File: config.mk
export PLATFORM = sky130hd
export DESIGN_NAME = dam_alarm_monitor
export DESIGN_NICKNAME = d
export VERILOG_FILES = /design/src/logic/dam_pkg.sv /design/src/logic/dam_alarm_monitor.sv
export SDC_FILE = /design/constraint.sdc
export NUM_CORES = 2
export LEC_CHECK = 0
export ABC_AREA = 1
export BUFFER_PORTS_ARGS = -buffer_cell sky130_fd_sc_hd__buf_2
export CAP_MARGIN = 20
export CORE_ASPECT_RATIO = 0.7
export CORE_MARGIN = 8
export CORE_UTILIZATION = 31
export DETAILED_ROUTE_END_ITERATION = 16
export MAX_ROUTING_LAYER = met4
export PLACE_DENSITY_LB_ADDON = 0.3
export SYNTH_ARGS = -nofsm -noshare
export SYNTH_HDL_FRONTEND = slang
export SYNTH_SLANG_ARGS = --single-unit
File: constraint.sdc
create_clock -name i_ref_clk -period 64.9 [get_ports i_ref_clk]
set_input_delay 6.49 -clock i_ref_clk [delete_from_list [all_inputs] [get_ports i_ref_clk]]
set_output_delay 6.49 -clock i_ref_clk [all_outputs]
set_load 0.01 [all_outputs]
File: src/logic/dam_pkg.sv
// Shared constants and types for the dual alarm event monitor
package dam_pkg;

  // ----------------------------------------
  // Widths
  // ----------------------------------------
  localparam int ADDR_W  = 7;
  localparam int DATA_W  = 16;
  localparam int SMP_W   = 14;
  localparam int ACC_W   = 24;
  localparam int CNT_W   = 8;
  localparam int SEL_W   = 4;
  localparam int NUM_SRC = 11;
  localparam int NUM_CH  = 2;

  // ----------------------------------------
  // Register offsets
  // ----------------------------------------
  localparam logic [ADDR_W-1:0] OFF_THR1   = 7'h26;
  localparam logic [ADDR_W-1:0] OFF_THR2   = 7'h28;
  localparam logic [ADDR_W-1:0] OFF_CNT1   = 7'h2A;
  localparam logic [ADDR_W-1:0] OFF_CNT2   = 7'h2C;
  localparam logic [ADDR_W-1:0] OFF_CTRL   = 7'h2E;
  localparam logic [ADDR_W-1:0] OFF_STATUS = 7'h3C;

  // ----------------------------------------
  // Reset values and writable masks
  // ----------------------------------------
  localparam logic [DATA_W-1:0] REG_RESET = 16'h0000;
  localparam logic [DATA_W-1:0] THR_MASK  = 16'hBFFF;
  localparam logic [DATA_W-1:0] CNT_MASK  = 16'h00FF;
  localparam logic [DATA_W-1:0] CTRL_MASK = 16'hFFD7;

  // ----------------------------------------
  // Field positions
  // ----------------------------------------
  localparam int THR_DIR_BIT     = 15;
  localparam int THR_RSV_BIT     = 14;
  localparam int CTRL_SRC2_LSB   = 12;
  localparam int CTRL_SRC1_LSB   = 8;
  localparam int CTRL_SLOPE2_BIT = 7;
  localparam int CTRL_SLOPE1_BIT = 6;
  localparam int CTRL_FILT_BIT   = 4;
  localparam int CTRL_OUT_EN_BIT = 2;
  localparam int CTRL_POL_BIT    = 1;
  localparam int CTRL_LINE_BIT   = 0;
  localparam int STAT_ALM1_BIT   = 8;
  localparam int STAT_ALM2_BIT   = 9;

  // ----------------------------------------
  // Source codes
  // ----------------------------------------
  localparam logic [SEL_W-1:0] SRC_DISABLE = 4'h0;
  localparam logic [SEL_W-1:0] SRC_LAST    = 4'hB;

  // ----------------------------------------
  // Types
  // ----------------------------------------
  typedef logic [NUM_SRC-1:0][SMP_W-1:0] dam_src_t;

  typedef struct packed {
    logic              wr;
    logic              rd;
    logic [ADDR_W-1:0] addr;
    logic [DATA_W-1:0] wdata;
  } dam_reg_req_t;

endpackage

File: src/logic/dam_alarm_monitor.sv
// Dual alarm event monitor: registers, comparators, status and pin drive
`timescale 1ns/1ps
`default_nettype none

module dam_alarm_monitor (
  input  wire logic                      i_ref_clk,
  input  wire logic                      i_reset,
  input  wire dam_pkg::dam_reg_req_t     i_reg_req,
  output logic [dam_pkg::DATA_W-1:0]     o_reg_rdata,
  input  wire logic                      i_sample_valid,
  input  wire dam_pkg::dam_src_t         i_src_raw,
  input  wire dam_pkg::dam_src_t         i_src_filt,
  output logic [dam_pkg::NUM_CH-1:0]     o_alarm_active,
  output logic                           o_gp_line_zero,
  output logic                           o_gp_line_zero_oe_n,
  output logic                           o_gp_line_one,
  output logic                           o_gp_line_one_oe_n
);

  // ----------------------------------------
  // Functions
  // ----------------------------------------
  function automatic logic signed [dam_pkg::ACC_W-1:0] dam_sext(input logic [dam_pkg::SMP_W-1:0] x);
    dam_sext = $signed({{(dam_pkg::ACC_W-dam_pkg::SMP_W){x[dam_pkg::SMP_W-1]}}, x});
  endfunction

  function automatic logic dam_cmp(input logic signed [dam_pkg::ACC_W-1:0] v,
                                   input logic [dam_pkg::DATA_W-1:0]       thr);
    logic signed [dam_pkg::ACC_W-1:0] m;
    m       = dam_sext(thr[dam_pkg::SMP_W-1:0]);
    dam_cmp = thr[dam_pkg::THR_DIR_BIT] ? (v > m) : (v < m);
  endfunction

  function automatic logic signed [dam_pkg::ACC_W-1:0] dam_avg(input logic signed [dam_pkg::ACC_W-1:0] s,
                                                               input logic [dam_pkg::CNT_W-1:0]        n);
    logic signed [dam_pkg::ACC_W-1:0] d;
    d       = $signed({{(dam_pkg::ACC_W-dam_pkg::CNT_W){1'b0}}, n});
    dam_avg = s / d;
  endfunction

  // ----------------------------------------
  // Register file
  // ----------------------------------------
  logic [dam_pkg::DATA_W-1:0] thr_reg [dam_pkg::NUM_CH];
  logic [dam_pkg::DATA_W-1:0] cnt_reg [dam_pkg::NUM_CH];
  logic [dam_pkg::DATA_W-1:0] ctrl_reg;
  logic [dam_pkg::NUM_CH-1:0] status_reg;
  logic [dam_pkg::NUM_CH-1:0] status_next;
  logic [dam_pkg::NUM_CH-1:0] alarm_reg;
  logic [dam_pkg::DATA_W-1:0] rd_mux;

  wire wr_thr1 = i_reg_req.wr && (i_reg_req.addr == dam_pkg::OFF_THR1);
  wire wr_thr2 = i_reg_req.wr && (i_reg_req.addr == dam_pkg::OFF_THR2);
  wire wr_cnt1 = i_reg_req.wr && (i_reg_req.addr == dam_pkg::OFF_CNT1);
  wire wr_cnt2 = i_reg_req.wr && (i_reg_req.addr == dam_pkg::OFF_CNT2);
  wire wr_ctrl = i_reg_req.wr && (i_reg_req.addr == dam_pkg::OFF_CTRL);
  wire rd_stat = i_reg_req.rd && (i_reg_req.addr == dam_pkg::OFF_STATUS);

  always_ff @(posedge i_ref_clk or posedge i_reset) begin
    if (i_reset) begin
      thr_reg[0] <= dam_pkg::REG_RESET;
      thr_reg[1] <= dam_pkg::REG_RESET;
      cnt_reg[0] <= dam_pkg::REG_RESET;
      cnt_reg[1] <= dam_pkg::REG_RESET;
      ctrl_reg   <= dam_pkg::REG_RESET;
    end else begin
      if (wr_thr1) thr_reg[0] <= i_reg_req.wdata & dam_pkg::THR_MASK;
      if (wr_thr2) thr_reg[1] <= i_reg_req.wdata & dam_pkg::THR_MASK;
      if (wr_cnt1) cnt_reg[0] <= i_reg_req.wdata & dam_pkg::CNT_MASK;
      if (wr_cnt2) cnt_reg[1] <= i_reg_req.wdata & dam_pkg::CNT_MASK;
      if (wr_ctrl) ctrl_reg   <= i_reg_req.wdata & dam_pkg::CTRL_MASK;
    end
  end

  // Set wins over a read clear
  assign status_next = (rd_stat ? '0 : status_reg) | alarm_reg;

  always_comb begin
    rd_mux = '0;
    case (i_reg_req.addr)
      dam_pkg::OFF_THR1:   rd_mux = thr_reg[0];
      dam_pkg::OFF_THR2:   rd_mux = thr_reg[1];
      dam_pkg::OFF_CNT1:   rd_mux = cnt_reg[0];
      dam_pkg::OFF_CNT2:   rd_mux = cnt_reg[1];
      dam_pkg::OFF_CTRL:   rd_mux = ctrl_reg;
      dam_pkg::OFF_STATUS: begin
        rd_mux[dam_pkg::STAT_ALM1_BIT] = status_reg[0];
        rd_mux[dam_pkg::STAT_ALM2_BIT] = status_reg[1];
      end
      default:             rd_mux = '0;
    endcase
  end

  always_ff @(posedge i_ref_clk or posedge i_reset) begin
    if (i_reset) begin
      status_reg  <= '0;
      o_reg_rdata <= '0;
    end else begin
      status_reg <= status_next;
      if (i_reg_req.rd) o_reg_rdata <= rd_mux;
    end
  end

  // ----------------------------------------
  // Alarm channels
  // ----------------------------------------
  wire use_filt = ctrl_reg[dam_pkg::CTRL_FILT_BIT];
  wire dam_pkg::dam_src_t src_word = use_filt ? i_src_filt : i_src_raw;

  logic [dam_pkg::SEL_W-1:0]        src_sel  [dam_pkg::NUM_CH];
  logic                             slope_compare_enable [dam_pkg::NUM_CH];
  logic                             ch_on    [dam_pkg::NUM_CH];
  logic [dam_pkg::SMP_W-1:0]        sample_w [dam_pkg::NUM_CH];
  logic signed [dam_pkg::ACC_W-1:0] avg_w    [dam_pkg::NUM_CH];
  logic                             done_w   [dam_pkg::NUM_CH];
  logic                             hit_w    [dam_pkg::NUM_CH];
  logic [dam_pkg::CNT_W-1:0]        n_eff    [dam_pkg::NUM_CH];
  logic [dam_pkg::CNT_W-1:0]        nd_reg   [dam_pkg::NUM_CH];
  logic                             prev_ok_reg [dam_pkg::NUM_CH];

  for (genvar ch = 0; ch < dam_pkg::NUM_CH; ch++) begin : g_ch
    logic [dam_pkg::SMP_W-1:0]        prev_reg;
    logic signed [dam_pkg::ACC_W-1:0] acc_reg;
    logic signed [dam_pkg::ACC_W-1:0] delta_w;
    logic signed [dam_pkg::ACC_W-1:0] sum_w;
    logic [dam_pkg::CNT_W:0]          nd_inc;
    logic                             step;
    wire                              cnt_wr = (ch == 0) ? wr_cnt1 : wr_cnt2;

    assign src_sel[ch] = (ch == 0) ? ctrl_reg[dam_pkg::CTRL_SRC1_LSB +: dam_pkg::SEL_W]
                                   : ctrl_reg[dam_pkg::CTRL_SRC2_LSB +: dam_pkg::SEL_W];
    assign slope_compare_enable[ch] = (ch == 0) ? ctrl_reg[dam_pkg::CTRL_SLOPE1_BIT]
                                                : ctrl_reg[dam_pkg::CTRL_SLOPE2_BIT];
    assign ch_on[ch] = (src_sel[ch] != dam_pkg::SRC_DISABLE) && (src_sel[ch] <= dam_pkg::SRC_LAST);
    assign sample_w[ch] = ch_on[ch] ? src_word[src_sel[ch] - 4'h1] : '0;
    assign n_eff[ch] = (cnt_reg[ch][dam_pkg::CNT_W-1:0] == '0) ? 8'h01 : cnt_reg[ch][dam_pkg::CNT_W-1:0];
    assign delta_w = dam_sext(sample_w[ch]) - dam_sext(prev_reg);
    assign sum_w = acc_reg + delta_w;
    assign nd_inc = {1'b0, nd_reg[ch]} + 9'h001;
    assign step = i_sample_valid && ch_on[ch] && slope_compare_enable[ch] && prev_ok_reg[ch];
    assign done_w[ch] = step && (nd_inc >= {1'b0, n_eff[ch]});
    assign avg_w[ch] = dam_avg(sum_w, n_eff[ch]);
    assign hit_w[ch] = slope_compare_enable[ch] ? dam_cmp(avg_w[ch], thr_reg[ch])
                                                : dam_cmp(dam_sext(sample_w[ch]), thr_reg[ch]);

    always_ff @(posedge i_ref_clk or posedge i_reset) begin
      if (i_reset) begin
        prev_reg        <= '0;
        prev_ok_reg[ch] <= 1'b0;
        acc_reg         <= '0;
        nd_reg[ch]      <= '0;
      end else if (!ch_on[ch] || !slope_compare_enable[ch] || cnt_wr) begin
        prev_ok_reg[ch] <= 1'b0;
        acc_reg         <= '0;
        nd_reg[ch]      <= '0;
      end else if (i_sample_valid) begin
        prev_reg        <= sample_w[ch];
        prev_ok_reg[ch] <= 1'b1;
        acc_reg         <= (!prev_ok_reg[ch] || done_w[ch]) ? '0 : sum_w;
        nd_reg[ch]      <= (!prev_ok_reg[ch] || done_w[ch]) ? '0 : nd_inc[dam_pkg::CNT_W-1:0];
      end
    end

    always_ff @(posedge i_ref_clk or posedge i_reset) begin
      if (i_reset) begin
        alarm_reg[ch] <= 1'b0;
      end else if (!ch_on[ch]) begin
        alarm_reg[ch] <= 1'b0;
      end else if (slope_compare_enable[ch] ? done_w[ch] : i_sample_valid) begin
        alarm_reg[ch] <= hit_w[ch];
      end
    end
  end

  assign o_alarm_active = alarm_reg;

  // ----------------------------------------
  // Pin drive
  // ----------------------------------------
  wire out_en   = ctrl_reg[dam_pkg::CTRL_OUT_EN_BIT];
  wire out_pol  = ctrl_reg[dam_pkg::CTRL_POL_BIT];
  wire out_line = ctrl_reg[dam_pkg::CTRL_LINE_BIT];
  wire any_alm  = |alarm_reg;
  wire pin_lvl  = any_alm ? out_pol : ~out_pol;

  always_ff @(posedge i_ref_clk or posedge i_reset) begin
    if (i_reset) begin
      o_gp_line_zero      <= 1'b0;
      o_gp_line_zero_oe_n <= 1'b1;
      o_gp_line_one       <= 1'b0;
      o_gp_line_one_oe_n  <= 1'b1;
    end else begin
      o_gp_line_zero      <= (out_en && !out_line) ? pin_lvl : 1'b0;
      o_gp_line_zero_oe_n <= !(out_en && !out_line);
      o_gp_line_one       <= (out_en && out_line) ? pin_lvl : 1'b0;
      o_gp_line_one_oe_n  <= !(out_en && out_line);
    end
  end
endmodule

`default_nettype wire

Word-level counts from Yosys, hierarchy flattened:

Index checks and enable logic that the tools add are counted.

* $add $sub $neg: 8
* multipliers: 0
* divide/modulo/power cells: 2
* order comparisons: 14
* eq/ne operators: 8
* shifts and indexed selects: 0
* mux-type cells: 43
* bitwise logic cells: 4
* reductions and logical operators: 42

Operators with widths (count)
* two-way mux 154 bit: 1
* two-way mux 24 bit: 6
* binary-select mux 14 bit (select 4 bit): 2
* two-way mux 8 bit: 8
* two-way mux 14 bit: 4
* adder 24 x 15 -> 24 bit: 2
* divider 24 x 9 -> 24 bit: 2
* greater-than comparator 24 x 14 -> 1 bit: 2
* < comparator 24 x 14 -> 1 bit: 2
* == test 7 x 6 -> 1 bit, second input constant: 6
* case mux 8 bit (5 select lines): 1
* subtractor 14 x 14 -> 15 bit: 2
* greater-than comparator 14 bit: 2
* < comparator 14 bit: 2
* adder 8 x 1 -> 9 bit, second input constant: 2
* >= comparator 9 x 8 -> 1 bit: 2
* logical AND 1 bit: 18
* two-way mux 1 bit: 18
* case mux 6 bit (3 select lines): 1
* logical NOT 8 bit: 2
* < comparator 4 x 5 -> 1 bit, second input constant: 2
* logical NOT 1 bit: 9
* <= comparator 4 bit, second input constant: 2
* case mux 2 bit (4 select lines): 1
* other kinds (10): 22

* bits in registers: 178
* bits in latches: 0
* memory bits (writable): 0
* bits in read-only memories: 0
* input bits: 336
* output and inout bits: 22
* word-level logic and storage cells: 142
* memories: 0

Depth between registers and ports, before layout:

* depth in word-level cells: 12
* mapped depth: 409
* mapped depth without buffers: 385

Worst setup path before layout:

No wires, ideal clock.

* path kind: input to register
* start point: in i_src_filt[69] (netlist bit)
* end point: reg alarm_reg (netlist bit o_alarm_active[1])
* library setup time: 0.131 ns
* arrival time: 60.813 ns
* data required time: 64.769 ns
* slack: 3.956 ns
* stages: 384
* path buffers: 21
* path through: nand2_1 nand2_1 o21ai_0 a31oi_1 o311ai_0 nand2_1 nand2_1 fa_1 inv_1 ha_1 nand2_1 inv_1 nand2_1 nand2_1 inv_1 nand2_1 inv_1 nand2_1 [348 not listed] nor2_1 nand4_1 nor4_1 nand2_1 o21ai_0 xor2_1 inv_1 ha_1 inv_1 nor4_1 and3_1 nand2_1 o2111ai_1 xnor2_1 o311ai_0 o21ai_0 o2111ai_1 o21ai_0

* word-level cells in the longest chain between the ends: 12
* elaborated cells on any way between the ends: 16
* classes of those cells: add/sub (2); div (1); order compare (4); mux (9)

Ends and longest elaborated chain
* start: declaration: line dam_alarm_monitor.sv:12 `input wire dam_pkg::dam_src_t i_src_filt,`
* two-way mux 154 bit *: line dam_alarm_monitor.sv:108 `wire dam_pkg::dam_src_t src_word = use_filt ? i_src_filt : i_src_raw;`
* binary-select mux 14 bit (select 4 bit) *: line dam_alarm_monitor.sv:135 `assign sample_w[ch] = ch_on[ch] ? src_word[src_sel[ch] - 4'h1] : '0;`
* two-way mux 14 bit (implied by the code) *: line dam_alarm_monitor.sv:135
* two-way mux 14 bit *: line dam_alarm_monitor.sv:135
* subtractor 14 x 14 -> 15 bit: line dam_alarm_monitor.sv:137 `assign delta_w = dam_sext(sample_w[ch]) - dam_sext(prev_reg);`
* adder 24 x 15 -> 24 bit: line dam_alarm_monitor.sv:138 `assign sum_w = acc_reg + delta_w;`
* divider 24 x 9 -> 24 bit: line dam_alarm_monitor.sv:38 `dam_avg = s / d;`
* < comparator 24 x 14 -> 1 bit or greater-than comparator 24 x 14 -> 1 bit (tied branches): line dam_alarm_monitor.sv:31 `dam_cmp = thr[dam_pkg::THR_DIR_BIT] ? (v > m) : (v < m);`
* two-way mux 1 bit: line dam_alarm_monitor.sv:31
* two-way mux 1 bit *: line dam_alarm_monitor.sv:143 `assign hit_w[ch] = slope_compare_enable[ch] ? dam_cmp(avg_w[ch], thr_reg[ch])`
* two-way mux 1 bit *: line dam_alarm_monitor.sv:169 `end else if (slope_compare_enable[ch] ? done_w[ch] : i_sample_valid) begin`
* two-way mux 1 bit *: line dam_alarm_monitor.sv:167 `end else if (!ch_on[ch]) begin`
* end signal: indexed assignment: line dam_alarm_monitor.sv:170 `alarm_reg[ch] <= hit_w[ch];`
* end: declaration: line dam_alarm_monitor.sv:49 `logic [dam_pkg::NUM_CH-1:0] alarm_reg;`

Every way passes the cells marked *; elsewhere a longest branch is shown, timed or not. The select of a mux whose other input is x is not followed.
A chain may end at the register's enable or synchronous reset.

Final worst setup path:

* start point: in i_src_filt[57] (netlist bit)
* end point: reg alarm_reg (netlist bit o_alarm_active[0])

Same word-level chain as after synthesis.

==> impl_metrics.py <==
metrics = {
    "status": {
        "run_status": "finished, final reports clean",
    },
    "detailed_routing": {
        "antenna_left": 0,
        "routed_length_per_instance_um": 17.5,
        "drt_iter0_markers": 4449,
        "drc_violation_count_after_routing": 0,
        "vias": 49930,
        "vias_cell": 5.12,
        "finalWirelength_um": 171000,
        "drtPass1Iterations": 6,
    },
    "min_path": {
        "timing.hold.worst_endpoint": "o_gp_line_one_oe_n",
        "number_of_cells_on_the_worst_hold_path": 1,
        "hold_path.class": "flop to flop",
        "hp-start": "ctrl_reg[2]",
    },
    "synth": {
        "yosys-top-cells-area": "nand2_1 (18%), ha_1 (14%), dfrtp_1 (9.9%)",
        "yosys_warnings": 0,
        "synth_area_leader_cell": "nand2_1",
        "synth.avg_cell_area_um2": 6.01,
        "fraction_of_synthesis_flops_using_an_asynchronous_set_or_reset_pin_pct": 100,
        "most_frequent_cell_after_synthesis": "nand2_1",
        "post_synth_instance_area_um2": 44600,
        "number_of_distinct_library_cells_after_synthesis": 78,
        "synth_cells": 7427,
        "dominantRegCellSynth": "dfrtp_1",
        "post_synth_edffs": 0,
        "seq_total_area_yosys_pct": 9.98,
        "post-synth-top-area-fraction_pct": 17.8,
        "syn_nets": 8291,
        "synth_common_cells": "nand2_1 (2115), inv_1 (1091), nor2_1 (508)",
        "synth_seq_cells": 178,
    },
    "final_layout": {
        "nets": 8704,
        "multi_input_area_um2": 35600,
        "finalNonFillerCells": 9751,
        "drive_gt1_share_pct": 15.7,
        "n_fill_cell": 15752,
        "area.growth.synth_to_final_pct": 14.0,
        "largest_register_ff_count": 48,
        "ff_latch_area_um2": 4460,
    },
    "timing": {
        "worst_slew_margin_rel_pct": 23.6,
        "slew_violations": 0,
        "setup_violations": 0,
        "worst_pin_slew_ns": 1.14,
        "layout_worst_path_cycle_share_pct": 92.5,
        "timing_hold_violations_final": 0,
        "fin_crit_ns": 60.05,
        "clock_skew_ns": 0.0146,
        "timing.fmax_mhz": 16.7,
    },
    "placement": {
        "portBuffers": 357,
        "detailed_place_hpwl_um": 140000,
        "gp_congestion": 0.990,
        "dp_cells": 9586,
    },
    "worst_setup_path": {
        "end_kind": "flop",
        "most_common_cell_type_on_the_critical_path": "nand2_1",
        "worst_case_reg_to_reg_path_depth": 370,
        "critical-path-slowest-cell": "fa_1",
        "critical_path.reg2reg.startpoint": "ctrl_reg[8]",
        "critical_path_arrival_ns": 60.44,
        "worst-setup-path-type": "input pin to flop",
        "critPathLaunchType": "input pin",
        "max_stage_delay_ns": 0.48,
        "cp_data_required_time_ns": 65.29,
        "r2r_setup_slack_ns": 7.66,
        "regToRegEndpoint": "o_alarm_active[0]",
        "critical_path_peak_fanout": 18,
    },
    "clock_network": {
        "tritoncts_num_sinks": 178,
        "cts_tree": "done",
        "worst_skew_pair.late_latency_ns": 0.49,
        "tritoncts.num_buffers": 17,
        "cts-hold-fix-buffers": 0,
        "maximum_number_of_buffers_from_clock_root_to_sink": 2,
        "clk_tree_root_cell": "clkbuf_16",
        "clkTransAtPathRegs_ns": 0.09,
        "clock_tree.htree_level_count": 4,
    },
    "die": {
        "initial_utilization_pct": 31.2,
        "chipWidth_um": 470,
        "die_height_um": 333,
        "floorplan.core_area_um2": 143000,
        "num_rows": 116,
        "fp.dieArea_um2": 157000,
        "top_level_ports": 358,
    },
    "global_routing": {
        "track_usage_pct": 21.1,
        "global_route.peak_usage_layer": "met1",
        "antenna_found_initial": 11,
        "gr-usage-met2_pct": 30.4,
        "grt_pass1_wl_um": 263000,
        "grt_max_degree": 73,
        "global_route.overflow_total": 0,
        "first_global_vias": 46141,
        "grtUsageMet1_pct": 31.4,
        "grt.met3_usage_pct": 3.58,
    },
    "flow_run": {
        "drv.max_cap_violation_count": 0,
    },
}
==> logic make-up after synthesis <==
group | Yosys count | share of synthesized area, %
simple gates | 3767 | 38.7
buf+inv | 1335 | 11.9
compound gates | 1204 | 15.4
fa+ha+maj | 528 | 15.6
xor+xnor | 352 | 6.97
flops | 178 | 9.98
mux | 63 | 1.41
==> worst max-delay path, delay by kind of cell <==
family | cells | cell delay, ns
buf+inv | 58 | 5.93
simple gates | 139 | 15.49
compound gates | 137 | 22.82
xor+xnor | 2 | 0.52
fa+ha+maj | 28 | 9.04
==> worst max-delay path by stage <==
stage,end,start,cells after the start,slack (ns)
floorplan,o_alarm_active[1],i_src_filt[69],384,3.96
global placement,o_alarm_active[0],i_src_filt[69],357,-3.57
detailed placement,o_alarm_active[0],i_src_filt[69],360,-4.11
CTS,o_alarm_active[0],i_src_filt[69],366,0.03
global route,o_alarm_active[1],i_src_filt[58],382,-0.34
finish,o_alarm_active[0],i_src_filt[57],364,4.85
==> metrics by stage <==
step	utilization, %	setup slack (ns)	hold WS [ns]	TNS (ns)	cell area (um2)
after floorplan	-	3.96	0.434	0	44600
after global placement	33.9	-3.57	0.465	-3.57	48500
after detailed placement	33.9	-4.11	0.469	-4.41	48500
after CTS	34.5	0.0321	0.489	0	49300
after global routing	35.6	-0.340	0.509	-0.598	50900
final	35.6	4.85	0.485	0	50900
==> per-layer routing <==
metal	up-vias	wire (um)
met3	132	12500
li1	25090	-
met5	-	0
met4	0	2080
met2	1483	70000
met1	23225	86400
==> layout by cell type (no fill, tap or decap), types with 27 or more instances in the layout <==
master and count:
a21o_1 37, a21oi_1 298, a21oi_2 54, buf_2 357
buf_4 194, dfrtp_1 175, fa_1 46, ha_1 481
inv_1 1077, inv_2 48, mux2i_1 62, nand2_1 2099
nand2_2 158, nand3_1 466, nand3_2 60, nand3b_1 27
nand4_1 160, nor2_1 490, nor2_2 72, nor2_4 58
nor3_1 49, o211ai_1 28, o21ai_0 466, o21ai_1 46
o21bai_1 33, o22ai_1 76, or2_2 40, xnor2_1 88
xor2_1 258
==> timing repair <==
action	in CTS	in global routing
setup endpoints to repair	1	2
cloned	0	9
gates resized for setup	31	191
pin swaps	3	63
buffers inserted	6	108
==> cell type report <==
type / count / area share (%)
multi-input cells: 5921 / 70.0
flip-flops and latches: 178 / 8.76
inverters: 1164 / 8.75
repair buffers: 557 / 6.59
diodes: 10 / 0.0492
well taps: 1888 / 4.64
clock buffers: 17 / 0.836
repair inverters: 1 / 0.00983
clock inverters: 15 / 0.339
Power is left out: the tool's default activity adds up to more than one toggle a clock period on the data nets, which glitch-free logic cannot reach.
